## config.mk

```make
export PLATFORM = sky130hd
export DESIGN_NAME = trig_disp_top
export DESIGN_NICKNAME = d
export VERILOG_FILES = /design/src/design/trig_disp_pkg.sv /design/src/design/trig_disp_top.sv /design/src/design/trig_port.sv
export SDC_FILE = /design/constraint.sdc
export NUM_CORES = 1
export LEC_CHECK = 0
export BUFFER_PORTS_ARGS = -buffer_cell sky130_fd_sc_hd__buf_2
export CAP_MARGIN = 25
export CELL_PAD_IN_SITES_DETAIL_PLACEMENT = 1
export CELL_PAD_IN_SITES_GLOBAL_PLACEMENT = 2
export CORE_MARGIN = 5
export CORE_UTILIZATION = 35
export CTS_CLUSTER_SIZE = 14
export DETAILED_ROUTE_END_ITERATION = 8
export PLACE_DENSITY_LB_ADDON = 0.3
export SYNTH_ARGS = -nofsm -noshare
export SYNTH_HDL_FRONTEND = slang
export SYNTH_SLANG_ARGS = --single-unit
```

## constraint.sdc

```tcl
create_clock -name sys_clk -period 7.6 [get_ports sys_clk]
set_clock_uncertainty 0.05 [all_clocks]
set_input_delay 0.38 -clock sys_clk [delete_from_list [all_inputs] [get_ports sys_clk]]
set_output_delay 0.38 -clock sys_clk [all_outputs]
set_load 0.02 [all_outputs]
```

## src/design/trig_disp_pkg.sv

```systemverilog
// Package: register map, field codes, reset values and timing for trigger/display block
package trig_disp_pkg;

  // Register byte offsets (word aligned)
  localparam logic [7:0] ADDR_TRIG_CFG   = 8'h00;
  localparam logic [7:0] ADDR_DIG_OUT    = 8'h04;
  localparam logic [7:0] ADDR_STATUS     = 8'h08;
  localparam logic [7:0] ADDR_DISP_CFG   = 8'h0C;
  localparam logic [7:0] ADDR_STEP       = 8'h10;
  localparam logic [7:0] ADDR_PERSIST    = 8'h14;
  localparam logic [7:0] ADDR_DRIVE      = 8'h18;

  // Trigger mode codes
  typedef enum logic [2:0] {
    TRIG_DISABLED  = 3'h0,
    TRIG_DIG_IN    = 3'h1,
    TRIG_STEP_UP   = 3'h2,
    TRIG_STEP_DOWN = 3'h3,
    TRIG_DIG_OUT   = 3'h4
  } trig_mode_t;

  // Trigger config field positions: port one low byte, port two next
  localparam int TRIG_MODE_LSB  = 0;
  localparam int TRIG_POL_BIT   = 3;
  localparam int TRIG_PORT_SPAN = 8;

  // Display config field positions
  localparam int DISP_ACTIVE_LSB  = 0;
  localparam int DISP_IDLE_LSB    = 8;
  localparam int DISP_TIMEOUT_LSB = 16;

  // Limits
  localparam logic [6:0] BRIGHT_MAX      = 7'h64;  // 100
  localparam logic [6:0] BRIGHT_MIN_LIT  = 7'h01;
  localparam logic [3:0] IDLE_MAX        = 4'hA;   // 10
  localparam logic [8:0] TIMEOUT_MAX     = 9'h1E0; // 480 minutes

  // Reset values
  localparam logic [15:0] TRIG_CFG_RST    = 16'h0000;
  localparam logic [6:0]  ACTIVE_RST      = 7'h3C;
  localparam logic [3:0]  IDLE_RST        = 4'h2;
  localparam logic [8:0]  TIMEOUT_RST     = 9'h00A;
  localparam logic [15:0] STEP_RST        = 16'h0001;
  localparam logic [15:0] DRIVE_RST       = 16'h0000;

  // Timing: one minute in sys_clk cycles at 125 MHz
  localparam longint CLK_HZ        = 125000000;
  localparam longint MINUTE_S      = 60;
  localparam longint MINUTE_CYCLES = CLK_HZ * MINUTE_S;

endpackage

```

## src/design/trig_disp_top.sv

```systemverilog
// Trigger ports and display dimmer with a classic Wishbone register slave
//
// Chosen here: the register offsets and the Wishbone interface to the registers.
`timescale 1ns/1ns
module trig_disp_top
  import trig_disp_pkg::*;
#(
  parameter longint MINUTE_CYCLES_P = trig_disp_pkg::MINUTE_CYCLES
)
(
  input  wire logic        sys_clk,
  input  wire logic        reset,
  // Wishbone classic slave
  input  wire logic        wb_cyc_i,
  input  wire logic        wb_stb_i,
  input  wire logic        wb_we_i,
  input  wire logic [7:0]  wb_adr_i,
  input  wire logic [3:0]  wb_sel_i,
  input  wire logic [31:0] wb_dat_i,
  output logic [31:0]      wb_dat_o,
  output logic             wb_ack_o,
  // Trigger pins
  input  wire logic        trigger_port_one_in,
  output logic             trigger_port_one_out,
  output logic             trigger_port_one_oe,
  input  wire logic        trigger_port_two_in,
  output logic             trigger_port_two_out,
  output logic             trigger_port_two_oe,
  // Unit state and panel
  input  wire logic        open_loop,
  input  wire logic        host_boot,
  input  wire logic        menu_key,
  input  wire logic        panel_activity,
  input  wire logic        position_view,
  // Nonvolatile store image
  input  wire logic        nv_valid,
  input  wire logic [15:0] nv_trig_cfg,
  input  wire logic [15:0] nv_step,
  output logic             nv_write,
  output logic [15:0]      nv_trig_cfg_out,
  output logic [15:0]      nv_step_out,
  // Results
  output logic [15:0]      drive_level,
  output logic [6:0]       disp_level,
  output logic             disp_dimmed
);
  import trig_disp_pkg::*;

  // ----------------------------------------------------------------
  // Registers
  // ----------------------------------------------------------------
  logic [15:0] trig_cfg_reg;
  logic [1:0]  dig_out_reg;
  logic [6:0]  active_reg;
  logic [3:0]  idle_reg;
  logic [8:0]  timeout_reg;
  logic [15:0] step_reg;
  logic [15:0] drive_reg;
  logic        ack_reg;
  logic [31:0] rdata_reg;
  logic        nv_write_reg;
  logic        boot_done_reg;
  logic        wake_reg;
  logic        dimmed_reg;
  logic        menu_prev_reg;
  logic [6:0]  disp_reg;
  logic [32:0] tick_cnt_reg; // One minute at full clock rate needs 33 bits
  logic [8:0]  min_cnt_reg;

  // Clamp helper used for several limited fields
  function automatic logic [8:0] clamp9(input logic [8:0] v, input logic [8:0] lim);
    clamp9 = (v > lim) ? lim : v;
  endfunction

  // ----------------------------------------------------------------
  // Bus decode
  // ----------------------------------------------------------------
  // Ack gates the take, so a request held across its ack is taken only once
  wire bus_req   = wb_cyc_i & wb_stb_i & ~ack_reg;
  wire bus_wr    = bus_req & wb_we_i;
  wire wr_trig   = bus_wr & (wb_adr_i == ADDR_TRIG_CFG);
  wire wr_dout   = bus_wr & (wb_adr_i == ADDR_DIG_OUT) & wb_sel_i[0];
  wire wr_disp   = bus_wr & (wb_adr_i == ADDR_DISP_CFG);
  wire wr_step   = bus_wr & (wb_adr_i == ADDR_STEP);
  wire wr_pers   = bus_wr & (wb_adr_i == ADDR_PERSIST) & wb_sel_i[0] & wb_dat_i[0];
  wire wr_drive  = bus_wr & (wb_adr_i == ADDR_DRIVE);
  // Unselected byte lanes write as zero in trigger config, step and drive; display fields on them keep their value
  wire [15:0] wdat16 = {wb_sel_i[1] ? wb_dat_i[15:8] : 8'h00,
                        wb_sel_i[0] ? wb_dat_i[7:0]  : 8'h00};

  // ----------------------------------------------------------------
  // Trigger ports
  // ----------------------------------------------------------------
  trig_mode_t mode_one;
  trig_mode_t mode_two;
  logic       st_one;
  logic       st_two;
  logic       up_one;
  logic       up_two;
  logic       dn_one;
  logic       dn_two;

  // Mode sits in the low three bits of each port byte
  assign mode_one = trig_mode_t'(trig_cfg_reg[TRIG_MODE_LSB +: 3]);
  assign mode_two = trig_mode_t'(trig_cfg_reg[TRIG_PORT_SPAN + TRIG_MODE_LSB +: 3]);

  trig_port u_port_one (
    .sys_clk   (sys_clk),
    .reset     (reset),
    .mode      (mode_one),
    .pol_low   (trig_cfg_reg[TRIG_POL_BIT]),
    .out_level (dig_out_reg[0]),
    .pin_in    (trigger_port_one_in),
    .pin_out   (trigger_port_one_out),
    .pin_oe    (trigger_port_one_oe),
    .in_state  (st_one),
    .step_up   (up_one),
    .step_down (dn_one)
  );

  trig_port u_port_two (
    .sys_clk   (sys_clk),
    .reset     (reset),
    .mode      (mode_two),
    .pol_low   (trig_cfg_reg[TRIG_PORT_SPAN + TRIG_POL_BIT]),
    .out_level (dig_out_reg[1]),
    .pin_in    (trigger_port_two_in),
    .pin_out   (trigger_port_two_out),
    .pin_oe    (trigger_port_two_oe),
    .in_state  (st_two),
    .step_up   (up_two),
    .step_down (dn_two)
  );

  // Steps apply only in open loop; up and down may cancel
  wire [1:0]  n_up   = open_loop ? {1'b0, up_one} + {1'b0, up_two} : 2'b00;
  wire [1:0]  n_dn   = open_loop ? {1'b0, dn_one} + {1'b0, dn_two} : 2'b00;
  wire [16:0] up_amt = (n_up == 2'h2) ? {step_reg, 1'b0} : (n_up[0] ? {1'b0, step_reg} : 17'h0);
  wire [16:0] dn_amt = (n_dn == 2'h2) ? {step_reg, 1'b0} : (n_dn[0] ? {1'b0, step_reg} : 17'h0);
  wire [17:0] drv_sum = {2'b00, drive_reg} + {1'b0, up_amt};
  wire [17:0] drv_sub = drv_sum - {1'b0, dn_amt};
  // Underflow clamps to zero, overflow to full scale unless the sum reaches bit 17, which also clamps to zero
  wire [15:0] drv_new = drv_sub[17] ? 16'h0000 : (|drv_sub[16] ? 16'hFFFF : drv_sub[15:0]);

  // ----------------------------------------------------------------
  // Configuration registers and persistence
  // ----------------------------------------------------------------
  always_ff @(posedge sys_clk) begin
    if (reset) begin
      trig_cfg_reg  <= TRIG_CFG_RST;
      step_reg      <= STEP_RST;
      boot_done_reg <= 1'b0;
    end else if (!boot_done_reg) begin
      boot_done_reg <= 1'b1;
      // One-time load at the first edge after reset; a write in that cycle is lost
      if (nv_valid && !host_boot) begin
        trig_cfg_reg <= nv_trig_cfg;
        step_reg     <= nv_step;
      end
    end else begin
      if (wr_trig) trig_cfg_reg <= wdat16;
      if (wr_step) step_reg <= wdat16;
    end
  end

  // Persist strobe captures current wheel and trigger settings
  always_ff @(posedge sys_clk) begin
    if (reset) begin
      nv_write_reg <= 1'b0;
    end else begin
      nv_write_reg <= wr_pers;
    end
  end

  // Host output levels and display settings
  always_ff @(posedge sys_clk) begin
    if (reset) begin
      dig_out_reg <= 2'b00;
      active_reg  <= ACTIVE_RST;
      idle_reg    <= IDLE_RST;
      timeout_reg <= TIMEOUT_RST;
    end else begin
      if (wr_dout) dig_out_reg <= wb_dat_i[1:0];
      // Out-of-range display fields are clamped to their limits
      if (wr_disp && wb_sel_i[0])
        active_reg <= 7'(clamp9({2'b00, wb_dat_i[DISP_ACTIVE_LSB +: 7]},
                                {2'b00, BRIGHT_MAX}));
      if (wr_disp && wb_sel_i[1])
        idle_reg <= 4'(clamp9({5'h00, wb_dat_i[DISP_IDLE_LSB +: 4]},
                              {5'h00, IDLE_MAX}));
      if (wr_disp && wb_sel_i[2])
        timeout_reg <= clamp9(wb_dat_i[DISP_TIMEOUT_LSB +: 9], TIMEOUT_MAX);
    end
  end

  // Drive voltage accumulator
  always_ff @(posedge sys_clk) begin
    if (reset) begin
      drive_reg <= DRIVE_RST;
    end else if (wr_drive) begin
      drive_reg <= wdat16;
    end else begin
      drive_reg <= drv_new;
    end
  end

  // ----------------------------------------------------------------
  // Display dimming
  // ----------------------------------------------------------------
  wire activity  = panel_activity | menu_key;
  wire menu_rise = menu_key & ~menu_prev_reg;
  wire min_tick  = (tick_cnt_reg == 33'(MINUTE_CYCLES_P - 1));
  // At-or-beyond compare: a timeout lowered below the elapsed minutes still expires
  wire expire    = (timeout_reg != 9'h000) & min_tick & (min_cnt_reg >= timeout_reg - 9'h001);
  wire [6:0] idle_lvl = ({3'h0, idle_reg} < active_reg) ? {3'h0, idle_reg} : active_reg;
  wire [6:0] disp_next = (active_reg == 7'h00) ? (wake_reg ? BRIGHT_MIN_LIT : 7'h00)
                       : (dimmed_reg ? idle_lvl : active_reg);

  // Minute divider and minute counter restart on activity
  // Counting stops while dimmed or while dimming is off
  always_ff @(posedge sys_clk) begin
    if (reset || activity || timeout_reg == 9'h000 || dimmed_reg) begin
      tick_cnt_reg <= 33'h0;
      min_cnt_reg  <= 9'h000;
    end else if (min_tick) begin
      tick_cnt_reg <= 33'h0;
      min_cnt_reg  <= min_cnt_reg + 9'h001;
    end else begin
      tick_cnt_reg <= tick_cnt_reg + 33'h1;
    end
  end

  // Dim state, menu wake and shown level
  always_ff @(posedge sys_clk) begin
    if (reset) begin
      dimmed_reg    <= 1'b0;
      wake_reg      <= 1'b0;
      menu_prev_reg <= 1'b0;
      disp_reg      <= 7'h00;
    end else begin
      menu_prev_reg <= menu_key;
      // Activity wins over an expiry in the same cycle
      if (activity || timeout_reg == 9'h000) dimmed_reg <= 1'b0;
      else if (expire) dimmed_reg <= 1'b1;
      // Wake holds until the panel is back on position view with the key released
      if (menu_rise && active_reg == 7'h00) wake_reg <= 1'b1;
      else if (position_view && !menu_key) wake_reg <= 1'b0;
      disp_reg <= disp_next;
    end
  end

  // ----------------------------------------------------------------
  // Bus answer
  // ----------------------------------------------------------------
  // Status bits read zero outside digital input mode
  wire [31:0] status_word = {30'h0, st_two, st_one};
  // Persist register and unmapped offsets read zero
  wire [31:0] rd_mux =
      (wb_adr_i == ADDR_TRIG_CFG) ? {16'h0, trig_cfg_reg} :
      (wb_adr_i == ADDR_DIG_OUT)  ? {30'h0, dig_out_reg} :
      (wb_adr_i == ADDR_STATUS)   ? status_word :
      (wb_adr_i == ADDR_DISP_CFG) ? {7'h0, timeout_reg, 4'h0, idle_reg, 1'b0, active_reg} :
      (wb_adr_i == ADDR_STEP)     ? {16'h0, step_reg} :
      (wb_adr_i == ADDR_DRIVE)    ? {16'h0, drive_reg} : 32'h0;

  // One wait state ack, unmapped reads return zero
  always_ff @(posedge sys_clk) begin
    if (reset) begin
      ack_reg   <= 1'b0;
      rdata_reg <= 32'h0;
    end else begin
      ack_reg   <= bus_req;
      if (bus_req) rdata_reg <= rd_mux;
    end
  end

  assign wb_ack_o        = ack_reg;
  assign wb_dat_o        = rdata_reg;
  assign nv_write        = nv_write_reg;
  assign nv_trig_cfg_out = trig_cfg_reg;
  assign nv_step_out     = step_reg;
  assign drive_level     = drive_reg;
  assign disp_level      = disp_reg;
  assign disp_dimmed     = dimmed_reg;
endmodule

```

## src/design/trig_port.sv

```systemverilog
// One trigger port: synchroniser, polarity, edge detect and pin drive
`timescale 1ns/1ns
module trig_port
  import trig_disp_pkg::*;
(
  input  wire logic                      sys_clk,
  input  wire logic                      reset,
  input  wire trig_disp_pkg::trig_mode_t mode,
  input  wire logic                      pol_low,
  input  wire logic                      out_level,
  input  wire logic                      pin_in,
  output logic                           pin_out,
  output logic                           pin_oe,
  output logic                           in_state,
  output logic                           step_up,
  output logic                           step_down
);
  import trig_disp_pkg::*;

  logic sync1_reg;
  logic sync2_reg;
  logic act_prev_reg;
  logic out_reg;
  logic oe_reg;
  logic state_reg;

  // Active level after polarity handling
  wire act_now  = sync2_reg ^ pol_low;
  // Inactive to active transition only
  wire act_rise = act_now & ~act_prev_reg;
  wire is_up    = (mode == TRIG_STEP_UP);
  wire is_down  = (mode == TRIG_STEP_DOWN);

  // Two stage synchroniser
  always_ff @(posedge sys_clk) begin
    if (reset) begin
      sync1_reg <= 1'b1;
      sync2_reg <= 1'b1;
    end else begin
      sync1_reg <= pin_in;
      sync2_reg <= sync1_reg;
    end
  end

  // Edge memory and reported input state
  always_ff @(posedge sys_clk) begin
    if (reset) begin
      act_prev_reg <= 1'b1; // Idle pull-up reads active at reset polarity: no false edge
      state_reg    <= 1'b0;
    end else begin
      act_prev_reg <= act_now;
      state_reg    <= (mode == TRIG_DIG_IN) ? sync2_reg : 1'b0;
    end
  end

  // Pin drive: only in output mode, active level per polarity
  always_ff @(posedge sys_clk) begin
    if (reset) begin
      out_reg <= 1'b0;
      oe_reg  <= 1'b0;
    end else begin
      oe_reg  <= (mode == TRIG_DIG_OUT);
      out_reg <= out_level ^ pol_low;
    end
  end

  assign pin_out   = out_reg;
  assign pin_oe    = oe_reg;
  assign in_state  = state_reg;
  assign step_up   = is_up & act_rise;
  assign step_down = is_down & act_rise;
endmodule

```

==> results of run 1 <==
==> how the worst min path moves through the flow <==
stage / slack, ns / cells past startpoint / start / endpoint
finish: 0.09 / 2 / trigger_port_two_in / u_port_two.sync1_reg
global route: 0.07 / 2 / trigger_port_two_in / u_port_two.sync1_reg
global placement: 0.35 / 1 / u_port_two.sync1_reg / u_port_two.sync2_reg
detailed placement: 0.35 / 1 / u_port_two.sync1_reg / u_port_two.sync2_reg
floorplan: 0.34 / 1 / u_port_one.sync1_reg / u_port_one.sync2_reg
CTS: 0.07 / 2 / trigger_port_two_in / u_port_two.sync1_reg
==> per-layer routing <==
metal  wire, µm  vias up
li1           -     3960
met1      13960     4138
met2      15270      193
met3       1402       27
met4        454        0
met5          0        -
==> final cells by class <==
type | count | area [µm²]
flip-flops and latches | 162 | 3243
repair buffers | 182 | 958.4
inverters | 30 | 112.6
clock buffers | 20 | 436.7
well taps | 324 | 405.4
clock inverters | 11 | 153.9
fillers | 2936 | 14050
multi-input cells | 771 | 5101
==> metrics by stage <==
stage | hold WS, ns | area (µm²) | total power [µW] | setup slack, ns | utilization, %
2_1_floorplan | 0.3395 | 8763 | 1660 | 3.277 | -
3_3_place_gp | 0.3513 | 9806 | 1934 | 2.643 | 40.08
4_1_cts | 0.06860 | 10410 | 2848 | 2.524 | 42.56
6_report | 0.08950 | 10410 | 2827 | 2.512 | 42.56
5_1_grt | 0.06571 | 10410 | 2987 | 2.275 | 42.56
3_5_place_dp | 0.3549 | 9821 | 1941 | 2.596 | 40.15
==> synth_stat cells (4+ instances only) <==
cell,instances
a211oi_1,48
a21o_1,10
a21oi_1,81
a221o_1,4
a222oi_1,14
a22o_1,15
a22oi_1,19
a31oi_1,7
and2_1,12
and3_1,20
and4_1,4
buf_2,16
buf_4,11
clkbuf_1,34
dfxtp_1,162
fa_1,16
ha_1,36
inv_1,29
mux2i_1,16
nand2_1,74
nand2b_1,5
nand3_1,32
nand4_1,19
nor2_1,147
nor3_1,17
nor3b_1,4
nor4_1,5
o21ai_0,31
o22ai_1,5
or2_2,8
or3_1,10
xnor2_1,25
xor2_1,31
==> kinds of logic (layout without fill, tap and decap cells) <==
| kind of cell | after synthesis | in the layout | share of synthesized area [%] |
|---|---|---|---|
| compound gates | 257 | 257 | 19.74 |
| xor+xnor | 56 | 56 | 5.611 |
| fa+ha+maj | 52 | 52 | 8.818 |
| buf+inv | 95 | 243 | 4.881 |
| flops | 162 | 162 | 37.10 |
| mux | 18 | 18 | 2.090 |
| other cells | 1 | 7 | 0.04290 |
| simple gates | 381 | 381 | 21.71 |
==> power breakdown <==
part           switching (µW)  internal (µW)  leakage [µW]
Sequential               63.8            899       0.00132
Combinational             593            374       0.00277
Clock                     378            520      0.000281
==> impl_results.md, run 1 <==
- Die width: 168.0 µm
- Drc violations: 0
- Initial antenna violation count: 0
- Post-Syn Instances: 1022
- RSZ-0062 raised after global routing: no
- First-pass GRT wire length: 48710 µm
- R2R Path End: drive_level[2]
- Number of CTS-inserted buffers: 17
- Commonest non-fill, non-tap cell in the layout: buf_2
- Antenna cells: 0
- Vias in the first global route: 8338
- Stages on the worst setup path: 15
- Post-synth EDFFs: 0
- Clock transition at the registers of the reported paths: 0.07 ns
- CP max stage cell: and2_1
- Leading area contributor after synthesis: dfxtp_1
- CP Max Fanout: 16
- Die Ht: 168.0 µm
- CP Class: flip-flop to flip-flop
- PwrDens: 271.6 nW/µm²
- GR Util All Layers: 21.64%
- Final Hold Fails: 0
- CP required: 7.90 ns
- Leak: 0.004367 µW
- CP Capture Type: flip-flop
- Crit path max-delay family: compound AO/OA/AOI/OAI gates
- Arrival @ worst endpoint: 5.39 ns
- Rows: 57
- WL/cell: 20.72 µm
- Worst Setup SP: nv_trig_cfg_out[3]
- GR peak layer: met2
- GR Layer Usage met1: 28.64%
- FFs w/ async S/R, synth: 0%
- Cells after DPL: 1469
- Fraction of the yosys area taken by sequential cells: 37.10%
- Pre-antenna DRT Iters: 5
- Peak VDD IR: 0.1450 mV
- Post-route non-filler standard cell count: 1500
- Status: finished clean
- Final net count: 1305
- Clk_lat worst skew: 0.43 ns
- Post CTS Setup Buffer Count: 0
- Clock Tree Root: clkbuf_16
- IO Count: 183
- Total Wirelength: 31080 µm
- Tcrit/Tclk final: 66.95%
- #FFs+latches synth: 162
- Post-synthesis cell area: 8741 µm²
- Overflow after GRT: 0
- Worst r2r path cells: 15
- Via count: 8318
- Avg Inst Size Synth: 8.553 µm²
- Die area: 28230 µm²
- Core area: 24460 µm²
- Hold_buf cts: 0
- Worst Setup EP: drive_level[2]
- Vias per cell: 5.545
- Slowest stage delay, CP: 0.64 ns
- H-tree lvl count: 4
- Worst min path class: input pin to flip-flop
- Synth-to-Final Area Change: 19.11%
- CP bufs+invs: 0
- Port bufs: 167
- DRC violation total after the first TritonRoute iteration: 571
- Detailed-placement wirelength estimate: 22760 µm
- CTS tree: built
- Antenna Nets Post-Route: 0
- Ys flop type: dfxtp_1
- Layout cell share with drive strength beyond 1: 20.75%
- Final setup violating endpoints: 0
- Crit path launch type: flip-flop
- Max clock buf depth: 2
- Reg2reg start: nv_trig_cfg_out[3]
- Setup TNS: 0 ns
- Starting Density: 35.73%
- Most frequent cells in the layout: buf_2, dfxtp_1, nor2_1
- Met2 usage: 37.42%
- Max-slew headroom: 34.04%
- Max-slew violation count: 0
- Largest net degree at the start of global routing: 64
- Post-synth cell types: 69
- Max reg flops: 33
- R2R setup slack: 2.51 ns
- Clk sink count: 162
- Met3 usage: 3.564%
- Synth area leaders: dfxtp_1, nor2_1, ha_1
- RD Place Congestion: 0.8059
- Min Tclk post-route: 5.088 ns
- Synth warn: 0
- Worst-margin pin slew: 0.9766 ns
- CP cell instances: xor2_1 -> nand3_1 -> nor2_1 -> ha_1 -> and2_1 -> a22oi_1 -> fa_1 -> ha_1 -> a21oi_1 -> nor2_1 -> a2111oi_2 -> o21ai_1 -> a221oi_1 -> mux2_2 -> o21ai_0
- MaxCap Viol Count: 0
- Synth top area share: 37.10%
- Fmax: 196.5 MHz
- PostCTS Resize Cnt: 0
(Power assumes the default switching activity.)
==> inputs of run 2 (changes only) <==
--- a/config.mk
+++ b/config.mk
@@ -5,12 +5,13 @@
 export SDC_FILE = /design/constraint.sdc
 export NUM_CORES = 1
 export LEC_CHECK = 0
+export ABC_AREA = 1
 export BUFFER_PORTS_ARGS = -buffer_cell sky130_fd_sc_hd__buf_2
 export CAP_MARGIN = 25
 export CELL_PAD_IN_SITES_DETAIL_PLACEMENT = 1
 export CELL_PAD_IN_SITES_GLOBAL_PLACEMENT = 2
 export CORE_MARGIN = 5
-export CORE_UTILIZATION = 35
+export CORE_UTILIZATION = 28
 export CTS_CLUSTER_SIZE = 14
 export DETAILED_ROUTE_END_ITERATION = 8
 export PLACE_DENSITY_LB_ADDON = 0.3
==> constraint.sdc (replaced) <==
create_clock -name sys_clk -period 4.2 [get_ports sys_clk]
set_clock_uncertainty 0.05 [all_clocks]
set_input_delay 0.21 -clock sys_clk [delete_from_list [all_inputs] [get_ports sys_clk]]
set_output_delay 0.21 -clock sys_clk [all_outputs]
set_load 0.02 [all_outputs]
==> run 2 against run 1 <==
- critical path depth is 7 higher
- register-to-register slack lost 2.3 ns
- worst hold slack worse by 0.077 ns
- flip-flop and latch count stayed put
- count of clock-buffer cells in the layout down 1
- setup slack got worse by 2.3 ns
- area after synthesis rose by 12%
- wire length rose by 23%
- global-route usage down 2.3 points
- via count up 23%
- utilization shrank 6.0 points
- critical path type unchanged
- critical endpoint is now drive_level[14]
- largest power group unchanged
==> impl_results.md, run 2 <==
- Status: finished clean
- Detailed-placement wirelength estimate: 29890 µm (+31%)
- Slowest stage delay, CP: 0.48 ns (-0.16 ns)
- Largest net degree at the start of global routing: 58 (-9.4%)
- Multi-input gate area: 5894 µm² (+16%)
- Clock Tree Root: clkbuf_16
- CP Class: flip-flop to flip-flop
- Drc violations: 0 (unchanged)
- Placed cell area: 11470 µm² (+17%)
- Commonest non-fill, non-tap cell in the layout: nand2_1
- Synth-to-Final Area Change: 28.87%
- Max clock buf depth: 2 (unchanged)
- Layout cell share with drive strength beyond 1: 23.49% (+2.7 points)
- Most common cell in the netlist: nand2_1
- First-pass GRT wire length: 58910 µm (+21%)
- CP cell instances: xnor2_1 -> or2_2 -> nor4_2 -> buf_4 -> ha_1 -> nand2_2 -> buf_4 -> nor2_1 -> a21oi_2 -> fa_1 -> fa_1 -> nand3_1 -> nand2_1 -> buf_4 -> nand2_1 -> nand2_1 -> nand3_1 -> nand2_1 -> xor2_1 -> nand2_1 -> nand2_1 -> nand2_1
- Final Hold Fails: 0 (unchanged)
- #FFs+latches synth: 162 (unchanged)
- Overflow after GRT: 0 (unchanged)
- Most frequent cells in the layout: nand2_1, inv_1, buf_2
- Synth area leaders: dfxtp_1, nand2_1, inv_1
- Clk sink count: 162 (unchanged)
- Ys flop type: dfxtp_1
- Tcrit/Tclk final: 95.43% (+28 points)
- Cells after DPL: 2045 (+39%)
- Post-synth cell types: 59 (-14%)
- Antenna Nets Post-Route: 0 (unchanged)
- Max reg flops: 33 (unchanged)
- H-tree lvl count: 4 (unchanged)
- Worst-margin pin slew: 1.030 ns (+0.05373 ns)
- Pre-antenna DRT Iters: 4 (-1)
- Clk_lat worst skew: 0.45 ns (+0.02 ns)
- Leak: 0.005533 µW (+27%)
- Initial antenna violation count: 0 (unchanged)
- Synth top area share: 33.13% (-4.0 points)
- Die area: 38800 µm² (+37%)
- Core area: 34540 µm² (+41%)
- CP Capture Type: flip-flop
- CP bufs+invs: 3 (+3)
- CTS tree: built
- Post-synthesis cell area: 9789 µm² (+12%)
- CP max stage cell: fa_1
- Die Ht: 197.0 µm (+17%)
- Clock transition at the registers of the reported paths: 0.07 ns (about the same)
- PwrDens: 494.9 nW/µm² (+82%)
- RD Place Congestion: 0.8466 (+5.1%)
- Max-slew violation count: 0 (unchanged)
- Port bufs: 167 (unchanged)
- Vias per cell: 4.873 (-12%)
- Fmax: 249.5 MHz (+27%)
- MaxCap Viol Count: 0 (unchanged)
- Via count: 10223 (+23%)
- Register area: 3243 µm² (unchanged)
- Post-route non-filler standard cell count: 2098 (+40%)
- CP required: 4.49 ns (-3.41 ns)
- Rows: 68 (+19%)
- Max-slew headroom: 31.31% (-2.7 points)
- Post-Syn Instances: 1401 (+37%)
- WL/cell: 18.21 µm (-12%)
- Final net count: 1771 (+36%)
- Total Wirelength: 38210 µm (+23%)
- Min Tclk post-route: 4.008 ns (-1.080 ns)
- Post-synth EDFFs: 0 (unchanged)
- Crit path launch type: flip-flop
- Leading area contributor after synthesis: dfxtp_1
- Crit path max-delay family: simple AND/OR/NAND/NOR gates
- Vias in the first global route: 10532 (+26%)
- CP most frequent cell: nand2_1
- Synth top cells by count: nand2_1, inv_1, dfxtp_1, a21oi_1, nor2_1
- Die width: 197.0 µm (+17%)
- Final setup violating endpoints: 0 (unchanged)
- CP Max Fanout: 7 (-9)
- Synth warn: 0 (unchanged)
- Final instance area: 12620 µm² (+21%)
- Number of CTS-inserted buffers: 17 (unchanged)
- Worst min path class: input pin to flip-flop
- Fillers: 4415 (+50%)
- Arrival @ worst endpoint: 4.30 ns (-1.09 ns)
- FFs w/ async S/R, synth: 0% (unchanged)
- Antenna cells: 0 (unchanged)
- Peak VDD IR: 0.3211 mV (+120%)
- Starting Density: 28.34% (-7.4 points)
- Fraction of the yosys area taken by sequential cells: 33.13% (-4.0 points)
- Avg Inst Size Synth: 6.987 µm² (-18%)
- DRC violation total after the first TritonRoute iteration: 512 (-10%)
- IO Count: 183 (unchanged)
- Setup TNS: 0 ns (unchanged)
- GR Util All Layers: 19.34% (-2.3 points)
-- run 2: tightest hold or removal path, stage by stage --
cell and delay [ns]:
buf_2 0.09, nand2_1 0.05, nand2_1 0.05, a21oi_1 0.05
-- run 2: what timing repair did --
action,4_1_cts,5_1_grt
hold endpoints to repair,16,0
buffers inserted,0,2
hold buffers,16,0
gates cloned,1,2
pin swaps,1,15
endpoints found under the setup margin,5,16
gates resized for setup,5,57
-- run 2: path summary, 6_finish.rpt --
path	startpoint	end	slack, ns	cells past startpoint
worst max-delay path	nv_trig_cfg_out[11]	drive_level[14]	0.19	22
worst min-delay path	position_view	wake_reg	0.01	4
worst max register to register	nv_trig_cfg_out[11]	drive_level[14]	0.19	22
worst min register to register	u_port_one.sync1_reg	u_port_one.sync2_reg	0.37	1
-- run 2: routing by layer --
layer  up-vias  part of all wire, %  global-route usage [%]
met4         0                  1.3                   4.058
met1      4905                   49                   27.22
met3        28                  4.1                   3.932
li1       5085                    -                       -
met5         -                    0                       0
met2       205                   45                   30.84
-- run 2: logic make-up after synthesis --
| logic type | count (synthesis) | share of synthesized area (%) |
|---|---|---|
| and+or+nand+nor | 621 | 30.18 |
| AOI/OAI and AO/OA | 290 | 16.04 |
| buffers and inverters | 247 | 10.24 |
| DFF | 162 | 33.13 |
| adders and majority gates | 52 | 7.873 |
| xor gates and xnor gates | 28 | 2.505 |
| other | 1 | 0.03831 |
-- run 2: stage by stage --
step                      hold slack, ns  power (µW)  util, %  setup slack [ns]
after floorplan                   0.2638        3161        -            0.1981
after global placement            0.3473        4272    33.21           0.04690
after detailed placement          0.3503        4297    33.21          -0.04315
after CTS                      0.0007613        6056    35.54          0.001089
after global routing            0.004101        6670    36.52          -0.02192
final                            0.01203        6243    36.52            0.1918
-- run 2: where the power goes --
group	leakage [µW]	total (µW)	switching [µW]	internal (µW)
combinational	0.00392	2830	1600	1240
sequential	0.00132	1750	123	1630
clock	0.000297	1660	744	916
-- run 2: area by class of cell --
type	instances	share of cell area, %
clock inverters	13	1.319
clock buffers	19	3.511
multi-input cells	999	46.72
flip-flops and latches	162	25.71
well taps	455	4.513
repair buffers	255	12.37
inverters	195	5.861
==> inputs of run 3 (changes only) <==
--- a/config.mk
+++ b/config.mk
@@ -11,8 +11,9 @@
 export CELL_PAD_IN_SITES_DETAIL_PLACEMENT = 1
 export CELL_PAD_IN_SITES_GLOBAL_PLACEMENT = 2
 export CORE_MARGIN = 5
-export CORE_UTILIZATION = 28
-export CTS_CLUSTER_SIZE = 14
+export CORE_UTILIZATION = 29
+export CTS_BUF_LIST = sky130_fd_sc_hd__clkbuf_2
+export CTS_CLUSTER_SIZE = 24
 export DETAILED_ROUTE_END_ITERATION = 8
 export PLACE_DENSITY_LB_ADDON = 0.3
 export SYNTH_ARGS = -nofsm -noshare
==> run 3 against run 2 <==
- cell count rose by 5.3%
- register-to-register slack got worse by 0.07 ns
- global-route usage rose by 1.2 points
- largest power group unchanged
==> impl_results.md, run 3 (same netlist as run 2, synthesis figures left out) <==
- CP Max Fanout: 9 (+2)
- Final instance area: 13480 µm² (+6.8%)
- CP bufs+invs: 5 (+2)
- Pre-CTS setup slack: -0.005723 ns (+0.03743 ns)
- WL/cell: 18.00 µm (-1.2%)
- Worst Hold Margin: 0.1013 ns (+0.08932 ns)
- Setup TNS: 0 ns (unchanged)
- Most frequent cells in the layout: nand2_1, inv_1, buf_2
- Antenna Nets Post-Route: 0 (unchanged)
- Vias in the first global route: 11188 (+6.2%)
- RD Place Congestion: 0.8771 (+3.6%)
- Crit path max-delay family: simple AND/OR/NAND/NOR gates
- Die Ht: 193.7 µm (-1.6%)
- RSZ-0062 raised after global routing: yes
- Worst r2r path cells: 23 (+4.5%)
- CP max stage cell: fa_1
- CP required: 4.92 ns (+0.43 ns)
- H-tree lvl count: 4 (unchanged)
- CP Capture Type: flip-flop
- Number of CTS-inserted buffers: 17 (unchanged)
- Max-slew violation count: 0 (unchanged)
- Clk sink count: 162 (unchanged)
- Clock transition at the registers of the reported paths: 0.29 ns (+0.22 ns)
- Min Tclk post-route: 4.077 ns (+0.06843 ns)
- Worst-margin pin slew: 0.9337 ns (-0.09665 ns)
- Arrival @ worst endpoint: 4.80 ns (+0.50 ns)
- Final Hold Fails: 0 (unchanged)
- DRC violation total after the first TritonRoute iteration: 468 (-8.6%)
- Die width: 193.7 µm (-1.6%)
- Status: finished clean
- Tcrit/Tclk final: 97.06% (+1.6 points)
- GR Util All Layers: 20.55% (+1.2 points)
- PwrDens: 402.4 nW/µm² (-19%)
- Drc violations: 0 (unchanged)
- Layout cell share with drive strength beyond 1: 21.49% (-2.0 points)
- Max reg flops: 33 (unchanged)
- Commonest non-fill, non-tap cell in the layout: nand2_1
- Leak: 0.005846 µW (+5.7%)
- Final setup violating endpoints: 0 (unchanged)
- Clock Tree Root: clkbuf_2
- Peak VDD IR: 0.1954 mV (-39%)
- Max-slew headroom: 37.75% (+6.4 points)
- Hold depth: 7 (+3)
- CP Class: flip-flop to flip-flop
- MaxCap Viol Count: 0 (unchanged)
- Crit path launch type: flip-flop
- Detailed-placement wirelength estimate: 29880 µm (about the same)
- Via count: 10661 (+4.3%)
- Worst min path class: input pin to flip-flop
- CTS tree: built
- Tot Pwr: 5423 µW (-13%)
- Die area: 37530 µm² (-3.3%)
- Stages on the worst setup path: 23 (+4.5%)
- Overflow after GRT: 0 (unchanged)
- CP cell instances: xnor2_1 -> or2_2 -> nor4_2 -> buf_4 -> ha_1 -> nand2_2 -> nand3_4 -> inv_4 -> buf_12 -> a21oi_1 -> fa_1 -> ha_4 -> a21oi_1 -> nand2_1 -> a21oi_1 -> buf_4 -> nand2_1 -> nand2_1 -> nand2_2 -> buf_6 -> nand2_1 -> nand3_1 -> a21oi_1
- Clk_lat worst skew: 0.82 ns (+0.37 ns)
- Rows: 67 (-1.5%)
- Slowest stage delay, CP: 0.57 ns (+0.09 ns)
- First-pass GRT wire length: 62530 µm (+6.1%)
- Placed cell area: 11390 µm² (-0.73%)
- R2R setup slack: 0.12 ns (-0.07 ns)
- Port bufs: 167 (unchanged)
- Max clock buf depth: 2 (unchanged)
- Synth-to-Final Area Change: 37.65%
- Largest net degree at the start of global routing: 52 (-10%)
- IO Count: 183 (unchanged)
- Final net count: 1888 (+6.6%)
- Starting Density: 29.27% (+0.93 points)
- Initial antenna violation count: 2 (+2)
- Final WS setup: 0.1234 ns (-0.06843 ns)
- Core area: 33450 µm² (-3.2%)
- Pre-antenna DRT Iters: 5 (+1)
- Vias per cell: 4.826 (-0.96%)
- Fmax: 245.3 MHz (-1.7%)
- Total Wirelength: 39750 µm (+4.0%)
## run 3: changes by cell type in the layout (fill, tap and decap cells not counted), moves of 3 or more
cell           previous run  this run
dlygate4sd3_1            16       144
a21oi_1                 128       124
a21oi_2                   8        12
clkinv_1                  0         3
clkbuf_16                17         1
clkbuf_2                  0        19
buf_4                    68        55
## run 3: layout make-up
type                       count  area (µm²)
inverter                     195       742.0
clock inverter                12       106.4
antenna                        2       5.005
clock buffer                  19       95.09
fill                        4270       19970
sequential                   162        3246
timing repair buffer         373        2795
tap                          448       560.5
multi-input combinational    998        5926
## run 3: worst reg2reg max path, stage by stage (launching register included)
cell     delay [ns]
dfxtp_2        0.40
xnor2_1        0.14
or2_2          0.31
nor4_2         0.14
buf_4          0.15
ha_1           0.26
nand2_2        0.13
nand3_4        0.09
inv_4          0.09
buf_12         0.12
a21oi_1        0.09
fa_1           0.57
ha_4           0.24
a21oi_1        0.19
nand2_1        0.10
a21oi_1        0.14
buf_4          0.15
nand2_1        0.08
nand2_1        0.10
nand2_2        0.08
buf_6          0.15
nand2_1        0.07
nand3_1        0.09
a21oi_1        0.13
## run 3: worst paths after layout
check | start | endpoint
worst max register to register | u_port_two.sync2_reg | drive_level[15]
worst min register to register | u_port_one.sync1_reg | u_port_one.sync2_reg
worst max-delay path | u_port_two.sync2_reg | drive_level[15]
worst min-delay path | wb_adr_i[5] | wb_dat_o[4]
## run 3: per-layer routing
| metal | GRT usage, % | wire length (µm) | vias to the layer above |
|---|---|---|---|
| met2 | 34.06 | 18760 | 199 |
| met3 | 2.954 | 1278 | 25 |
| li1 | - | - | 5300 |
| met1 | 28.49 | 19200 | 5137 |
| met4 | 4.590 | 513 | 0 |
| met5 | 0 | 0 | - |
## run 3: metrics by stage
step                      utilization [%]  instances
after CTS                           39.28       2203
after detailed placement            34.05       2028
after floorplan                         -       1407
after global placement              34.05       2028
final                               40.29       2209
after global routing                40.29       2209
## run 3: report_power, final
part / internal [µW] / leakage [µW] / switching, µW
clock: 217 / 0.000122 / 629
combinational: 1250 / 0.00441 / 1580
sequential: 1630 / 0.00132 / 118
total: 3100 / 0.00585 / 2320
## run 3: timing repair
item,4_1_cts,5_1_grt
gates cloned,0,2
setup buffers,0,2
hold buffers,144,0
setup endpoints to repair,14,16
gates resized for setup,16,55
endpoints found under the hold margin,123,0
pin swaps,0,15
